### config.mk
export PLATFORM = sky130hd
export DESIGN_NAME = rfw_reset_flags
export DESIGN_NICKNAME = d
export VERILOG_FILES = /design/src/rfw_pkg.sv /design/src/rfw_sync.sv /design/src/rfw_wake_timer.sv /design/src/rfw_reset_flags.sv
export VERILOG_INCLUDE_DIRS = /design/src
export SDC_FILE = /design/constraint.sdc
export NUM_CORES = 1
export LEC_CHECK = 0
export BUFFER_PORTS_ARGS = -buffer_cell sky130_fd_sc_hd__buf_4
export CAP_MARGIN = 20
export CORE_UTILIZATION = 50
export CTS_CLUSTER_DIAMETER = 120
export CTS_CLUSTER_SIZE = 12
export DETAILED_ROUTE_END_ITERATION = 16
export GPL_TIMING_DRIVEN = 0
export PLACE_DENSITY = 0.73
export SYNTH_ARGS = -nofsm -noshare
export SYNTH_HDL_FRONTEND = slang
export SYNTH_HIERARCHICAL = 1
export SYNTH_SLANG_ARGS = --single-unit
### constraint.sdc
create_clock -name clk -period 5.8 [get_ports clk]
set_input_delay 1.16 -clock clk [delete_from_list [all_inputs] [get_ports clk]]
set_output_delay 1.16 -clock clk [all_outputs]
set_load 0.01 [all_outputs]
### src/rfw_defs.svh
// Offsets, field positions, reset values and wake-up timing for the reset flag block
// Assumes a 125 MHz clock and byte addresses on a 32-bit APB
`ifndef RFW_DEFS_SVH
`define RFW_DEFS_SVH

`define RFW_OFS_FLAGS   8'h00
`define RFW_OFS_CORE    8'h04
`define RFW_OFS_CTRL    8'h08
`define RFW_OFS_TOS     8'h0C
`define RFW_OFS_HW_STACK_POINTER  8'h10
`define RFW_OFS_INTF    8'h14
`define RFW_OFS_STORE0  8'h18
`define RFW_OFS_STORE1  8'h1C

`define RFW_FLAG_BOR    3
`define RFW_FLAG_MPOR   2
`define RFW_FLAG_BPOR   1
`define RFW_FLAG_BEXIT  0
`define RFW_CORE_POR    0
`define RFW_CORE_WDT    1
`define RFW_CTRL_RET    0
`define RFW_CTRL_SMALL  1
`define RFW_CTRL_OSC    2

`define RFW_PIN_BOR     0
`define RFW_PIN_MPOR    1
`define RFW_PIN_BPOR    2
`define RFW_PIN_CPOR    3
`define RFW_PIN_BEXIT   4
`define RFW_PIN_BATT    5
`define RFW_PIN_COUNT   6

`define RFW_INTF_RST    8'h00
`define RFW_INTF_FULL   8'hFF
`define RFW_INTF_SMALL  8'h3F
`define RFW_VEC_HIGH    21'h0_0008
`define RFW_VEC_LOW     21'h0_0018

`define RFW_CLK_NS      8
`define RFW_OSC0_NS     64
`define RFW_OSC1_NS     1000
`define RFW_OSC2_NS     2000
`define RFW_OSC3_NS     4000
`define RFW_REG_NORM_NS 200
`define RFW_REG_RET_NS  800
`define RFW_CYC(ns)     16'(((ns) + `RFW_CLK_NS - 1) / `RFW_CLK_NS)

`endif

### src/rfw_pkg.sv
// Types shared by the reset flag and wake-up block
// Assumes rfw_defs.svh for all numeric values
package rfw_pkg;

	typedef enum logic [1:0] {
		RFW_RUN   = 2'b00,
		RFW_SLEEP = 2'b01,
		RFW_DELAY = 2'b10
	} rfw_wake_t;

	typedef struct packed {
		logic        psel;
		logic        penable;
		logic        pwrite;
		logic [7:0]  paddr;
		logic [31:0] pwdata;
	} rfw_apb_req_t;

	typedef struct packed {
		logic [31:0] prdata;
		logic        pready;
		logic        pslverr;
	} rfw_apb_rsp_t;

	typedef struct packed {
		logic        sleepReq;
		logic        otherReset;
		logic        wdtTimeout;
		logic [7:0]  intSet;
		logic        intHighPrio;
		logic        global_high_prio_int_enable;
		logic        global_low_prio_int_enable;
		logic [20:0] pcCurrent;
	} rfw_core_req_t;

	typedef struct packed {
		logic        coreHold;
		logic        pcLoadValid;
		logic        vectorTaken;
		logic [20:0] pcLoadAddr;
	} rfw_core_rsp_t;

	typedef struct packed {
		rfw_wake_t   wake;
		logic        retSleep;
		logic        irqWake;
		logic        irqHigh;
		logic        firstDone;
		logic        batteryKept;
		logic [3:0]  power_domain_reset_flags;
		logic [1:0]  coreFlags;
		logic [3:0]  ctrl;
		logic [20:0] stack_top;
		logic [4:0]  hw_stack_pointer;
		logic [7:0]  interrupt_control_regs;
		logic [7:0]  store0;
		logic [7:0]  store1;
		rfw_core_rsp_t core;
		rfw_apb_rsp_t  apb;
	} rfw_state_t;

endpackage : rfw_pkg

### src/rfw_sync.sv
// Three-stage synchroniser for supervisor pins, with event pulses
// Assumes pins are asynchronous to clk
`timescale 1ns/10ps
module rfw_sync #(
	parameter int WIDTH = 6
) (
	input  wire logic             clk,
	input  wire logic             rst,
	input  wire logic [WIDTH-1:0] pins,
	output logic      [WIDTH-1:0] level,
	output logic      [WIDTH-1:0] rise
);
	typedef struct packed {
		logic [WIDTH-1:0] s1;
		logic [WIDTH-1:0] s2;
		logic [WIDTH-1:0] s3;
		logic [WIDTH-1:0] level;
		logic [WIDTH-1:0] rise;
	} rfw_sync_state_t;

	rfw_sync_state_t s;
	rfw_sync_state_t next_s;
	logic [WIDTH-1:0] next_level;

	////////////////////////////////////////////////////////////////////////
	// Level changes only once the two late stages agree
	genvar i;
	generate
		for (i = 0; i < WIDTH; i++)
		begin : g_bit
			assign next_level[i] = (s.s2[i] == s.s3[i]) ? s.s3[i] : s.level[i];
		end
	endgenerate

	always_comb
	begin
		next_s       = s;
		next_s.s1    = pins;
		next_s.s2    = s.s1;
		next_s.s3    = s.s2;
		next_s.level = next_level;
		next_s.rise  = next_level & ~s.level;
	end

	always_ff @(posedge clk)
	begin
		if (rst)
			s <= '0;
		else
			s <= next_s;
	end

	assign level = s.level;
	assign rise  = s.rise;
endmodule : rfw_sync

### src/rfw_wake_timer.sv
// Down-counter that times the wake-up delay
// Assumes load is a single-cycle pulse from the same clock
`timescale 1ns/10ps
module rfw_wake_timer #(
	parameter int WIDTH = 16
) (
	input  wire logic             clk,
	input  wire logic             rst,
	input  wire logic             load,
	input  wire logic [WIDTH-1:0] loadValue,
	output logic                  busy,
	output logic                  done
);
	typedef struct packed {
		logic [WIDTH-1:0] count;
		logic             busy;
		logic             done;
	} rfw_timer_state_t;

	rfw_timer_state_t s;
	rfw_timer_state_t next_s;

	always_comb
	begin
		next_s      = s;
		next_s.done = 1'b0;
		if (load)
		begin
			next_s.count = loadValue;
			next_s.busy  = 1'b1;
		end
		else if (s.busy)
		begin
			if (s.count <= WIDTH'(1))
			begin
				next_s.busy  = 1'b0;
				next_s.done  = 1'b1;
				next_s.count = '0;
			end
			else
				next_s.count = s.count - WIDTH'(1);
		end
	end

	always_ff @(posedge clk)
	begin
		if (rst)
			s <= '0;
		else
			s <= next_s;
	end

	assign busy = s.busy;
	assign done = s.done;
endmodule : rfw_wake_timer

### src/rfw_reset_flags.sv
// Power-domain reset flags, register initialisation per reset cause and wake-up sequencing
// Assumes an APB master on clk, core signals on clk, supervisor pins asynchronous
//
// Contract
// - Same clock start-up delay for both sleeps
// - Add regulator switchover delay per sleep type
// - Separate main-supply and core power-on flags
// - Battery power-on flag set at first power-up
// - Interrupt wake with enables pushes PC
// - Interrupt wake with enables advances the stack pointer
// - Interrupt wake with enables loads high or low vector
// - Wake-causing interrupt bits stay set
// - Small package: upper two bits read zero
// - Battery kept: storage survives later power-ons
// - Unimplemented bits read zero, unchanged bits kept
// - Enables clear: continue after sleep instruction
`timescale 1ns/10ps
`include "rfw_defs.svh"
module rfw_reset_flags
	import rfw_pkg::*;
#(
	parameter int          TIMER_WIDTH = 16,
	parameter logic [15:0] OSC0_CYC    = `RFW_CYC(`RFW_OSC0_NS),
	parameter logic [15:0] OSC1_CYC    = `RFW_CYC(`RFW_OSC1_NS),
	parameter logic [15:0] OSC2_CYC    = `RFW_CYC(`RFW_OSC2_NS),
	parameter logic [15:0] OSC3_CYC    = `RFW_CYC(`RFW_OSC3_NS),
	parameter logic [15:0] REG_NORM    = `RFW_CYC(`RFW_REG_NORM_NS),
	parameter logic [15:0] REG_RET     = `RFW_CYC(`RFW_REG_RET_NS)
) (
	input  wire logic                      clk,
	input  wire logic                      rst,
	input  wire rfw_apb_req_t              apbReq,
	output rfw_apb_rsp_t                   apbRsp,
	input  wire logic [`RFW_PIN_COUNT-1:0] supplyPins,
	input  wire rfw_core_req_t             coreReq,
	output rfw_core_rsp_t                  coreRsp
);
	rfw_state_t s;
	rfw_state_t next_s;

	logic [`RFW_PIN_COUNT-1:0] pinLevel;
	logic [`RFW_PIN_COUNT-1:0] pinRise;
	logic                      timerLoad;
	logic [15:0]               timerValue;
	logic                      timerBusy;
	logic                      timerDone;
	logic [31:0]               readValue;
	logic                      mapped;
	logic [7:0]                intMask;
	logic [15:0]               oscCycles;
	logic                      gieAny;

	////////////////////////////////////////////////////////////////////////
	// Supervisor pins and wake timer
	rfw_sync #(
		.WIDTH(`RFW_PIN_COUNT)
	) u_sync (
		.clk  (clk),
		.rst  (rst),
		.pins (supplyPins),
		.level(pinLevel),
		.rise (pinRise)
	);

	rfw_wake_timer #(
		.WIDTH(TIMER_WIDTH)
	) u_timer (
		.clk      (clk),
		.rst      (rst),
		.load     (timerLoad),
		.loadValue(timerValue[TIMER_WIDTH-1:0]),
		.busy     (timerBusy),
		.done     (timerDone)
	);

	////////////////////////////////////////////////////////////////////////
	// Read decode
	// upper bits masked
	assign intMask = s.ctrl[`RFW_CTRL_SMALL] ? `RFW_INTF_SMALL : `RFW_INTF_FULL;
	assign gieAny  = coreReq.global_high_prio_int_enable | coreReq.global_low_prio_int_enable;

	always_comb
	begin
		readValue = '0;
		mapped    = 1'b1;
		unique case (apbReq.paddr)
			`RFW_OFS_FLAGS:  readValue[3:0]  = s.power_domain_reset_flags;
			`RFW_OFS_CORE:   readValue[1:0]  = s.coreFlags;
			`RFW_OFS_CTRL:   readValue[3:0]  = s.ctrl;
			`RFW_OFS_TOS:    readValue[20:0] = s.stack_top;
			`RFW_OFS_HW_STACK_POINTER: readValue[4:0]  = s.hw_stack_pointer;
			`RFW_OFS_INTF:   readValue[7:0]  = s.interrupt_control_regs & intMask;
			`RFW_OFS_STORE0: readValue[7:0]  = s.store0;
			`RFW_OFS_STORE1: readValue[7:0]  = s.store1;
			default:         mapped          = 1'b0;
		endcase
	end

	////////////////////////////////////////////////////////////////////////
	// Wake delay selection
	always_comb
	begin
		unique case (s.ctrl[`RFW_CTRL_OSC +: 2])
			2'b00: oscCycles = OSC0_CYC;
			2'b01: oscCycles = OSC1_CYC;
			2'b10: oscCycles = OSC2_CYC;
			2'b11: oscCycles = OSC3_CYC;
		endcase
		timerValue = oscCycles + (s.retSleep ? REG_RET : REG_NORM);
	end

	////////////////////////////////////////////////////////////////////////
	// Next state
	always_comb
	begin
		next_s                  = s;
		next_s.core.pcLoadValid = 1'b0;
		next_s.core.vectorTaken = 1'b0;
		timerLoad               = 1'b0;

		// Bus slave: one wait-free access phase after setup
		next_s.apb.pready = apbReq.psel & ~apbReq.penable;
		if (apbReq.psel & ~apbReq.penable)
		begin
			next_s.apb.prdata  = readValue;
			next_s.apb.pslverr = ~mapped;
		end
		if (apbReq.psel & apbReq.penable & s.apb.pready & apbReq.pwrite & ~s.apb.pslverr)
		begin
			unique case (apbReq.paddr)
				`RFW_OFS_FLAGS:
				begin
					next_s.power_domain_reset_flags[3:1] = s.power_domain_reset_flags[3:1] & apbReq.pwdata[3:1];
					next_s.power_domain_reset_flags[0]   = apbReq.pwdata[0];
				end
				`RFW_OFS_CORE:   next_s.coreFlags              = s.coreFlags & apbReq.pwdata[1:0];
				`RFW_OFS_CTRL:   next_s.ctrl                   = apbReq.pwdata[3:0];
				`RFW_OFS_TOS:    next_s.stack_top              = apbReq.pwdata[20:0];
				`RFW_OFS_HW_STACK_POINTER: next_s.hw_stack_pointer       = apbReq.pwdata[4:0];
				`RFW_OFS_INTF:   next_s.interrupt_control_regs = apbReq.pwdata[7:0] & intMask;
				`RFW_OFS_STORE0: next_s.store0                 = apbReq.pwdata[7:0];
				`RFW_OFS_STORE1: next_s.store1                 = apbReq.pwdata[7:0];
				default:         next_s.store1                 = s.store1;
			endcase
		end

		if (pinRise[`RFW_PIN_BOR])
			next_s.power_domain_reset_flags[`RFW_FLAG_BOR] = 1'b1;
		if (pinRise[`RFW_PIN_BEXIT])
			next_s.power_domain_reset_flags[`RFW_FLAG_BEXIT] = 1'b1;
		if (pinRise[`RFW_PIN_MPOR])
			next_s.power_domain_reset_flags[`RFW_FLAG_MPOR] = 1'b1;
		if (pinRise[`RFW_PIN_CPOR])
			next_s.coreFlags[`RFW_CORE_POR] = 1'b1;
		if (pinRise[`RFW_PIN_BPOR] | (pinRise[`RFW_PIN_MPOR] & ~s.firstDone))
			next_s.power_domain_reset_flags[`RFW_FLAG_BPOR] = 1'b1;
		next_s.interrupt_control_regs = next_s.interrupt_control_regs | (coreReq.intSet & intMask);

		// Battery continuity since first power-on
		if (~pinLevel[`RFW_PIN_BATT])
			next_s.batteryKept = 1'b0;

		// Wake sequencing
		unique case (s.wake)
			RFW_RUN:
			begin
				if (coreReq.sleepReq)
				begin
					next_s.wake          = RFW_SLEEP;
					next_s.retSleep      = s.ctrl[`RFW_CTRL_RET];
					next_s.core.coreHold = 1'b1;
				end
			end
			RFW_SLEEP:
			begin
				if (|coreReq.intSet)
				begin
					next_s.wake    = RFW_DELAY;
					next_s.irqWake = 1'b1;
					next_s.irqHigh = coreReq.intHighPrio;
					timerLoad      = 1'b1;
				end
				else if (coreReq.wdtTimeout)
				begin
					next_s.wake                     = RFW_DELAY;
					next_s.irqWake                  = 1'b0;
					next_s.coreFlags[`RFW_CORE_WDT] = 1'b1;
					timerLoad                       = 1'b1;
				end
			end
			RFW_DELAY:
			begin
				if (timerDone)
				begin
					next_s.wake             = RFW_RUN;
					next_s.core.coreHold    = 1'b0;
					next_s.core.pcLoadValid = 1'b1;
					if (s.irqWake & gieAny)
					begin
						next_s.stack_top        = coreReq.pcCurrent;
						next_s.hw_stack_pointer = s.hw_stack_pointer + 5'h01;
						next_s.core.pcLoadAddr  = s.irqHigh ? `RFW_VEC_HIGH : `RFW_VEC_LOW;
						next_s.core.vectorTaken = 1'b1;
					end
					else
						next_s.core.pcLoadAddr = coreReq.pcCurrent;
				end
			end
			default: next_s.wake = RFW_RUN;
		endcase

		if (coreReq.otherReset)
		begin
			next_s.wake                   = RFW_RUN;
			next_s.core                   = '0;
			next_s.stack_top              = '0;
			next_s.hw_stack_pointer       = '0;
			next_s.interrupt_control_regs = `RFW_INTF_RST;
		end
		if (pinRise[`RFW_PIN_MPOR])
		begin
			next_s.wake                   = RFW_RUN;
			next_s.core                   = '0;
			next_s.ctrl                   = '0;
			next_s.stack_top              = '0;
			next_s.hw_stack_pointer       = '0;
			next_s.interrupt_control_regs = `RFW_INTF_RST;
			next_s.firstDone              = 1'b1;
			if (~s.firstDone)
				next_s.batteryKept = pinLevel[`RFW_PIN_BATT];
			if (~(s.firstDone & s.batteryKept & pinLevel[`RFW_PIN_BATT]))
			begin
				next_s.store0 = '0;
				next_s.store1 = '0;
			end
		end
	end

	always_ff @(posedge clk)
	begin
		if (rst)
			s <= '0;
		else
			s <= next_s;
	end

	assign apbRsp  = s.apb;
	assign coreRsp = s.core;

	////////////////////////////////////////////////////////////////////////
	// Checks
	property p_delay_sum;
		@(posedge clk) disable iff (rst)
		timerLoad |-> timerValue == (s.ctrl[`RFW_CTRL_OSC +: 2] == 2'b00 ? OSC0_CYC
			: s.ctrl[`RFW_CTRL_OSC +: 2] == 2'b01 ? OSC1_CYC
			: s.ctrl[`RFW_CTRL_OSC +: 2] == 2'b10 ? OSC2_CYC : OSC3_CYC)
			+ (s.retSleep ? REG_RET : REG_NORM);
	endproperty
	a_delay_sum: assert property (p_delay_sum) else $error("wake delay sum wrong");

	property p_same_osc;
		@(posedge clk) disable iff (rst)
		timerLoad && s.ctrl[`RFW_CTRL_OSC +: 2] == 2'b00 |-> timerValue - (s.retSleep ? REG_RET : REG_NORM) == OSC0_CYC;
	endproperty
	a_same_osc: assert property (p_same_osc) else $error("clock start-up differs by sleep type");

	property p_mpor_flag;
		@(posedge clk) disable iff (rst)
		pinRise[`RFW_PIN_MPOR] && !s.firstDone
		|=> s.power_domain_reset_flags[`RFW_FLAG_MPOR] && s.power_domain_reset_flags[`RFW_FLAG_BPOR];
	endproperty
	a_mpor_flag: assert property (p_mpor_flag) else $error("first power-up flags missing");

	property p_core_flag;
		@(posedge clk) disable iff (rst)
		pinRise[`RFW_PIN_CPOR] |=> s.coreFlags[`RFW_CORE_POR];
	endproperty
	a_core_flag: assert property (p_core_flag) else $error("core power-on flag not set");

	property p_push;
		@(posedge clk) disable iff (rst)
		s.wake == RFW_DELAY && timerDone && s.irqWake && gieAny && !coreReq.otherReset && !pinRise[`RFW_PIN_MPOR]
		|=> s.stack_top == $past(coreReq.pcCurrent) && s.hw_stack_pointer == $past(s.hw_stack_pointer) + 5'h01;
	endproperty
	a_push: assert property (p_push) else $error("push on interrupt wake wrong");

	property p_vector;
		@(posedge clk) disable iff (rst)
		coreRsp.vectorTaken |-> coreRsp.pcLoadValid && coreRsp.coreHold == 1'b0
			&& coreRsp.pcLoadAddr == ($past(s.irqHigh) ? `RFW_VEC_HIGH : `RFW_VEC_LOW);
	endproperty
	a_vector: assert property (p_vector) else $error("vector address wrong");

	property p_no_vector;
		@(posedge clk) disable iff (rst)
		s.wake == RFW_DELAY && timerDone && !gieAny && !coreReq.otherReset && !pinRise[`RFW_PIN_MPOR]
		|=> coreRsp.pcLoadValid && !coreRsp.vectorTaken && coreRsp.pcLoadAddr == $past(coreReq.pcCurrent);
	endproperty
	a_no_vector: assert property (p_no_vector) else $error("vectored with enables clear");

	property p_small_pkg;
		@(posedge clk) disable iff (rst)
		apbRsp.pready && s.ctrl[`RFW_CTRL_SMALL] && apbReq.paddr == `RFW_OFS_INTF |-> apbRsp.prdata[7:6] == 2'b00;
	endproperty
	a_small_pkg: assert property (p_small_pkg) else $error("upper interrupt bits not zero");

	property p_flag_sticky;
		@(posedge clk) disable iff (rst)
		s.power_domain_reset_flags[`RFW_FLAG_BOR] && !(apbReq.psel && apbReq.penable && apbReq.pwrite)
		|=> s.power_domain_reset_flags[`RFW_FLAG_BOR];
	endproperty
	a_flag_sticky: assert property (p_flag_sticky) else $error("brown-out flag lost");

	property p_wake_bits;
		@(posedge clk) disable iff (rst)
		s.wake == RFW_SLEEP && |(coreReq.intSet & intMask) && !coreReq.otherReset && !pinRise[`RFW_PIN_MPOR]
		|=> (s.interrupt_control_regs & $past(coreReq.intSet & intMask)) == $past(coreReq.intSet & intMask);
	endproperty
	a_wake_bits: assert property (p_wake_bits) else $error("wake source bit lost");

	property p_storage_kept;
		@(posedge clk) disable iff (rst)
		pinRise[`RFW_PIN_MPOR] && s.firstDone && s.batteryKept && pinLevel[`RFW_PIN_BATT]
		&& !(apbReq.psel && apbReq.penable && apbReq.pwrite) |=> $stable(s.store0) && $stable(s.store1);
	endproperty
	a_storage_kept: assert property (p_storage_kept) else $error("storage lost under battery");

	property p_warm_reset;
		@(posedge clk) disable iff (rst)
		coreReq.otherReset |=> s.wake == RFW_RUN && !coreRsp.coreHold && !coreRsp.pcLoadValid
			&& s.hw_stack_pointer == 5'h00 && s.stack_top == 21'h0_0000
			&& s.interrupt_control_regs == `RFW_INTF_RST;
	endproperty
	a_warm_reset: assert property (p_warm_reset) else $error("warm reset values wrong");
endmodule : rfw_reset_flags

==> flow_summary_export.csv <==
group,metric,value,unit
worst_setup_path,path_class,"in -> reg",
global_routing,antenna_found_initial,0,
drt,drc,0,
global_routing,grt_pass1_vias,6254,
clock_tree,cts-hold-fix-buffers,0,
floorplanning,initial_core_util,0.519,
min_path,hold_class,"reg -> reg",
placed_design,place_inst,1188,
floorplanning,fp.dieW,126,um
timing,max-slew-margin-rel,0.451,
final_layout,stdcell_count,1220,
floorplanning,fp.dieH,126,um
final_layout,syn2layout_area_growth,23.0,%
final_layout,drive_above_1_share,0.252,
job,drv_cap,0,
worst_setup_path,end_kind,"flop",
global_routing,grt_max_degree,17,
global_routing,grt_pass1_wl,31.8,mm
clock_tree,cts_root_buf,"clkbuf_16",
final_layout,fin_nets,1121,
worst_setup_path,critPathMaxFanout,10,
drt,drtAntennaViolNets,0,
timing,final.setup_skew,10.8,ps
clock_tree,clk_latency,430,ps
global_routing,track_usage,0.256,
timing,hold_violations,0,
worst_setup_path,worstPathArrival,3350,ps
clock_tree,cts_resized,0,
worst_setup_path,startpoint_type,"input pin",
clock_tree,ctsLongestPathBuffers,2,
floorplanning,io_pins,144,
worst_setup_path,critical_path_required,6160,ps
clock_tree,cts_post_setup_buffers_inserted,0,
placed_design,port_buffers,116,
global_routing,gr-total-overflow,0,
synthesis,ys_warn_count,6,
floorplanning,coreArea,14800,um^2
synthesis,syn_inst,872,
timing,rsz0062_at_grt,"false",
power_and_ir_drop,power-per-cell-area,270,nW/um^2
drt,dr_total_vias,6778,
timing,setup_violations,0,
power_and_ir_drop,peakVddDrop,0.201,mV
placed_design,place_congestion,0.918,
final_layout,antenna_cells,0,
synthesis,syn_avg_cell_area,8.79,um^2
timing,fmax,335,MHz
drt,routed_wl,20.0,mm
clock_tree,clock-sinks,161,
timing,slew_viol_final,0,
drt,drt_first_iter_violations,669,
clock_tree,cts_tree,"yes",
timing,setup_tns,0,ps
placed_design,dpl.hpwl,14.6,mm
floorplanning,die-area,15800,um^2
timing,post-route-min-period,2980,ps
clock_tree,cts_buffers,17,
power_and_ir_drop,p_leak,0.00391,uW
synthesis,syn-cell-area,7660,um^2
clock_tree,htreeDepth,4,
drt,wl_per_cell,16.4,um
timing,period_share,0.514,
drt,viasPerCell,5.56,
timing,tightest_slew,818,ps
floorplanning,rows,44,
drt,firstDrtPassIters,6,
status,status,"finished clean",
clock_tree,clk_pin_slew_worst_paths,60,ps
-- flip-flops by register name, summed over array words and instances, names as in the netlist --
| register | flops |
|---|---|
| u_sync/level | 6 |
| u_sync/rise | 5 |
| u_timer/s | 16 |
| u_sync/s | 6 |
| u_sync/next_s | 12 |
| coreRsp | 24 |
| u_timer/busy | 1 |
| s | 67 |
| apbRsp | 23 |
| u_timer/done | 1 |
-- area by class of cell --
class	instances	area (um^2)
Tap cell	184	230
Clock inverter	13	150
Clock buffer	19	453
Inverter	9	33.8
Sequential cell	161	3220
Timing Repair Buffer	116	871
Buffer	120	719
Fill cell	1290	5330
Multi-Input combinational cell	598	3750
-- cell usage in the layout (no fill, tap or decap), types with 18 or more instances in the layout --
| master | n |
|---|---|
| nor3b_1 | 18 |
| clkbuf_1 | 38 |
| dfxtp_1 | 161 |
| a21oi_1 | 37 |
| nand3_1 | 28 |
| o21ai_0 | 42 |
| nand2_1 | 68 |
| nor2_1 | 88 |
| mux2i_1 | 27 |
| buf_4 | 181 |
| a31oi_1 | 30 |
| nor3_1 | 33 |
| a22oi_1 | 34 |
| nor2b_1 | 22 |
-- critical path: stages --
cell and delay (ps):
buf_4 110, or4_1 640, nor3_1 280, nor2b_1 110, clkbuf_1 250, clkbuf_1 320
nor3b_1 270, a21oi_1 70, a21oi_1 130
-- final timing paths --
path / startpoint / to / slack (ps) / cells after the start
worst max register to register: u_sync/rise[1] / coreRsp[4] / 3540 / 6
worst min register to register: u_sync/next_s[18] / u_sync/next_s[12] / 430 / 1
worst max-delay path: coreReq[30] / u_timer/s[12] / 2820 / 9
worst min-delay path: u_sync/next_s[18] / u_sync/next_s[12] / 430 / 1
-- per-layer routing --
layer  GRT usage  up-vias  share of wire
met3      0.0544       32          0.067
met1       0.339     3165           0.44
met4       0.101        0          0.023
met5           0        -              0
li1            -     3339              -
met2       0.408      242           0.47
-- metrics by stage --
step	cell area (um^2)	hold WS (ps)	total power (uW)	util	setup slack, ps
floorplan	7720	411	1330	-	2950
finish	9430	434	2540	0.639	2820
CTS	9430	435	2550	0.639	2800
detailed placement	8820	419	1420	0.598	2400
global placement	8820	412	1420	0.598	2430
global route	9430	444	2640	0.639	2660
-- report_power, final --
part           switching (uW)  internal (uW)
Combinational             147            115
Sequential               15.1           1120
Clock                     477            664
(Power assumes the default switching activity.)
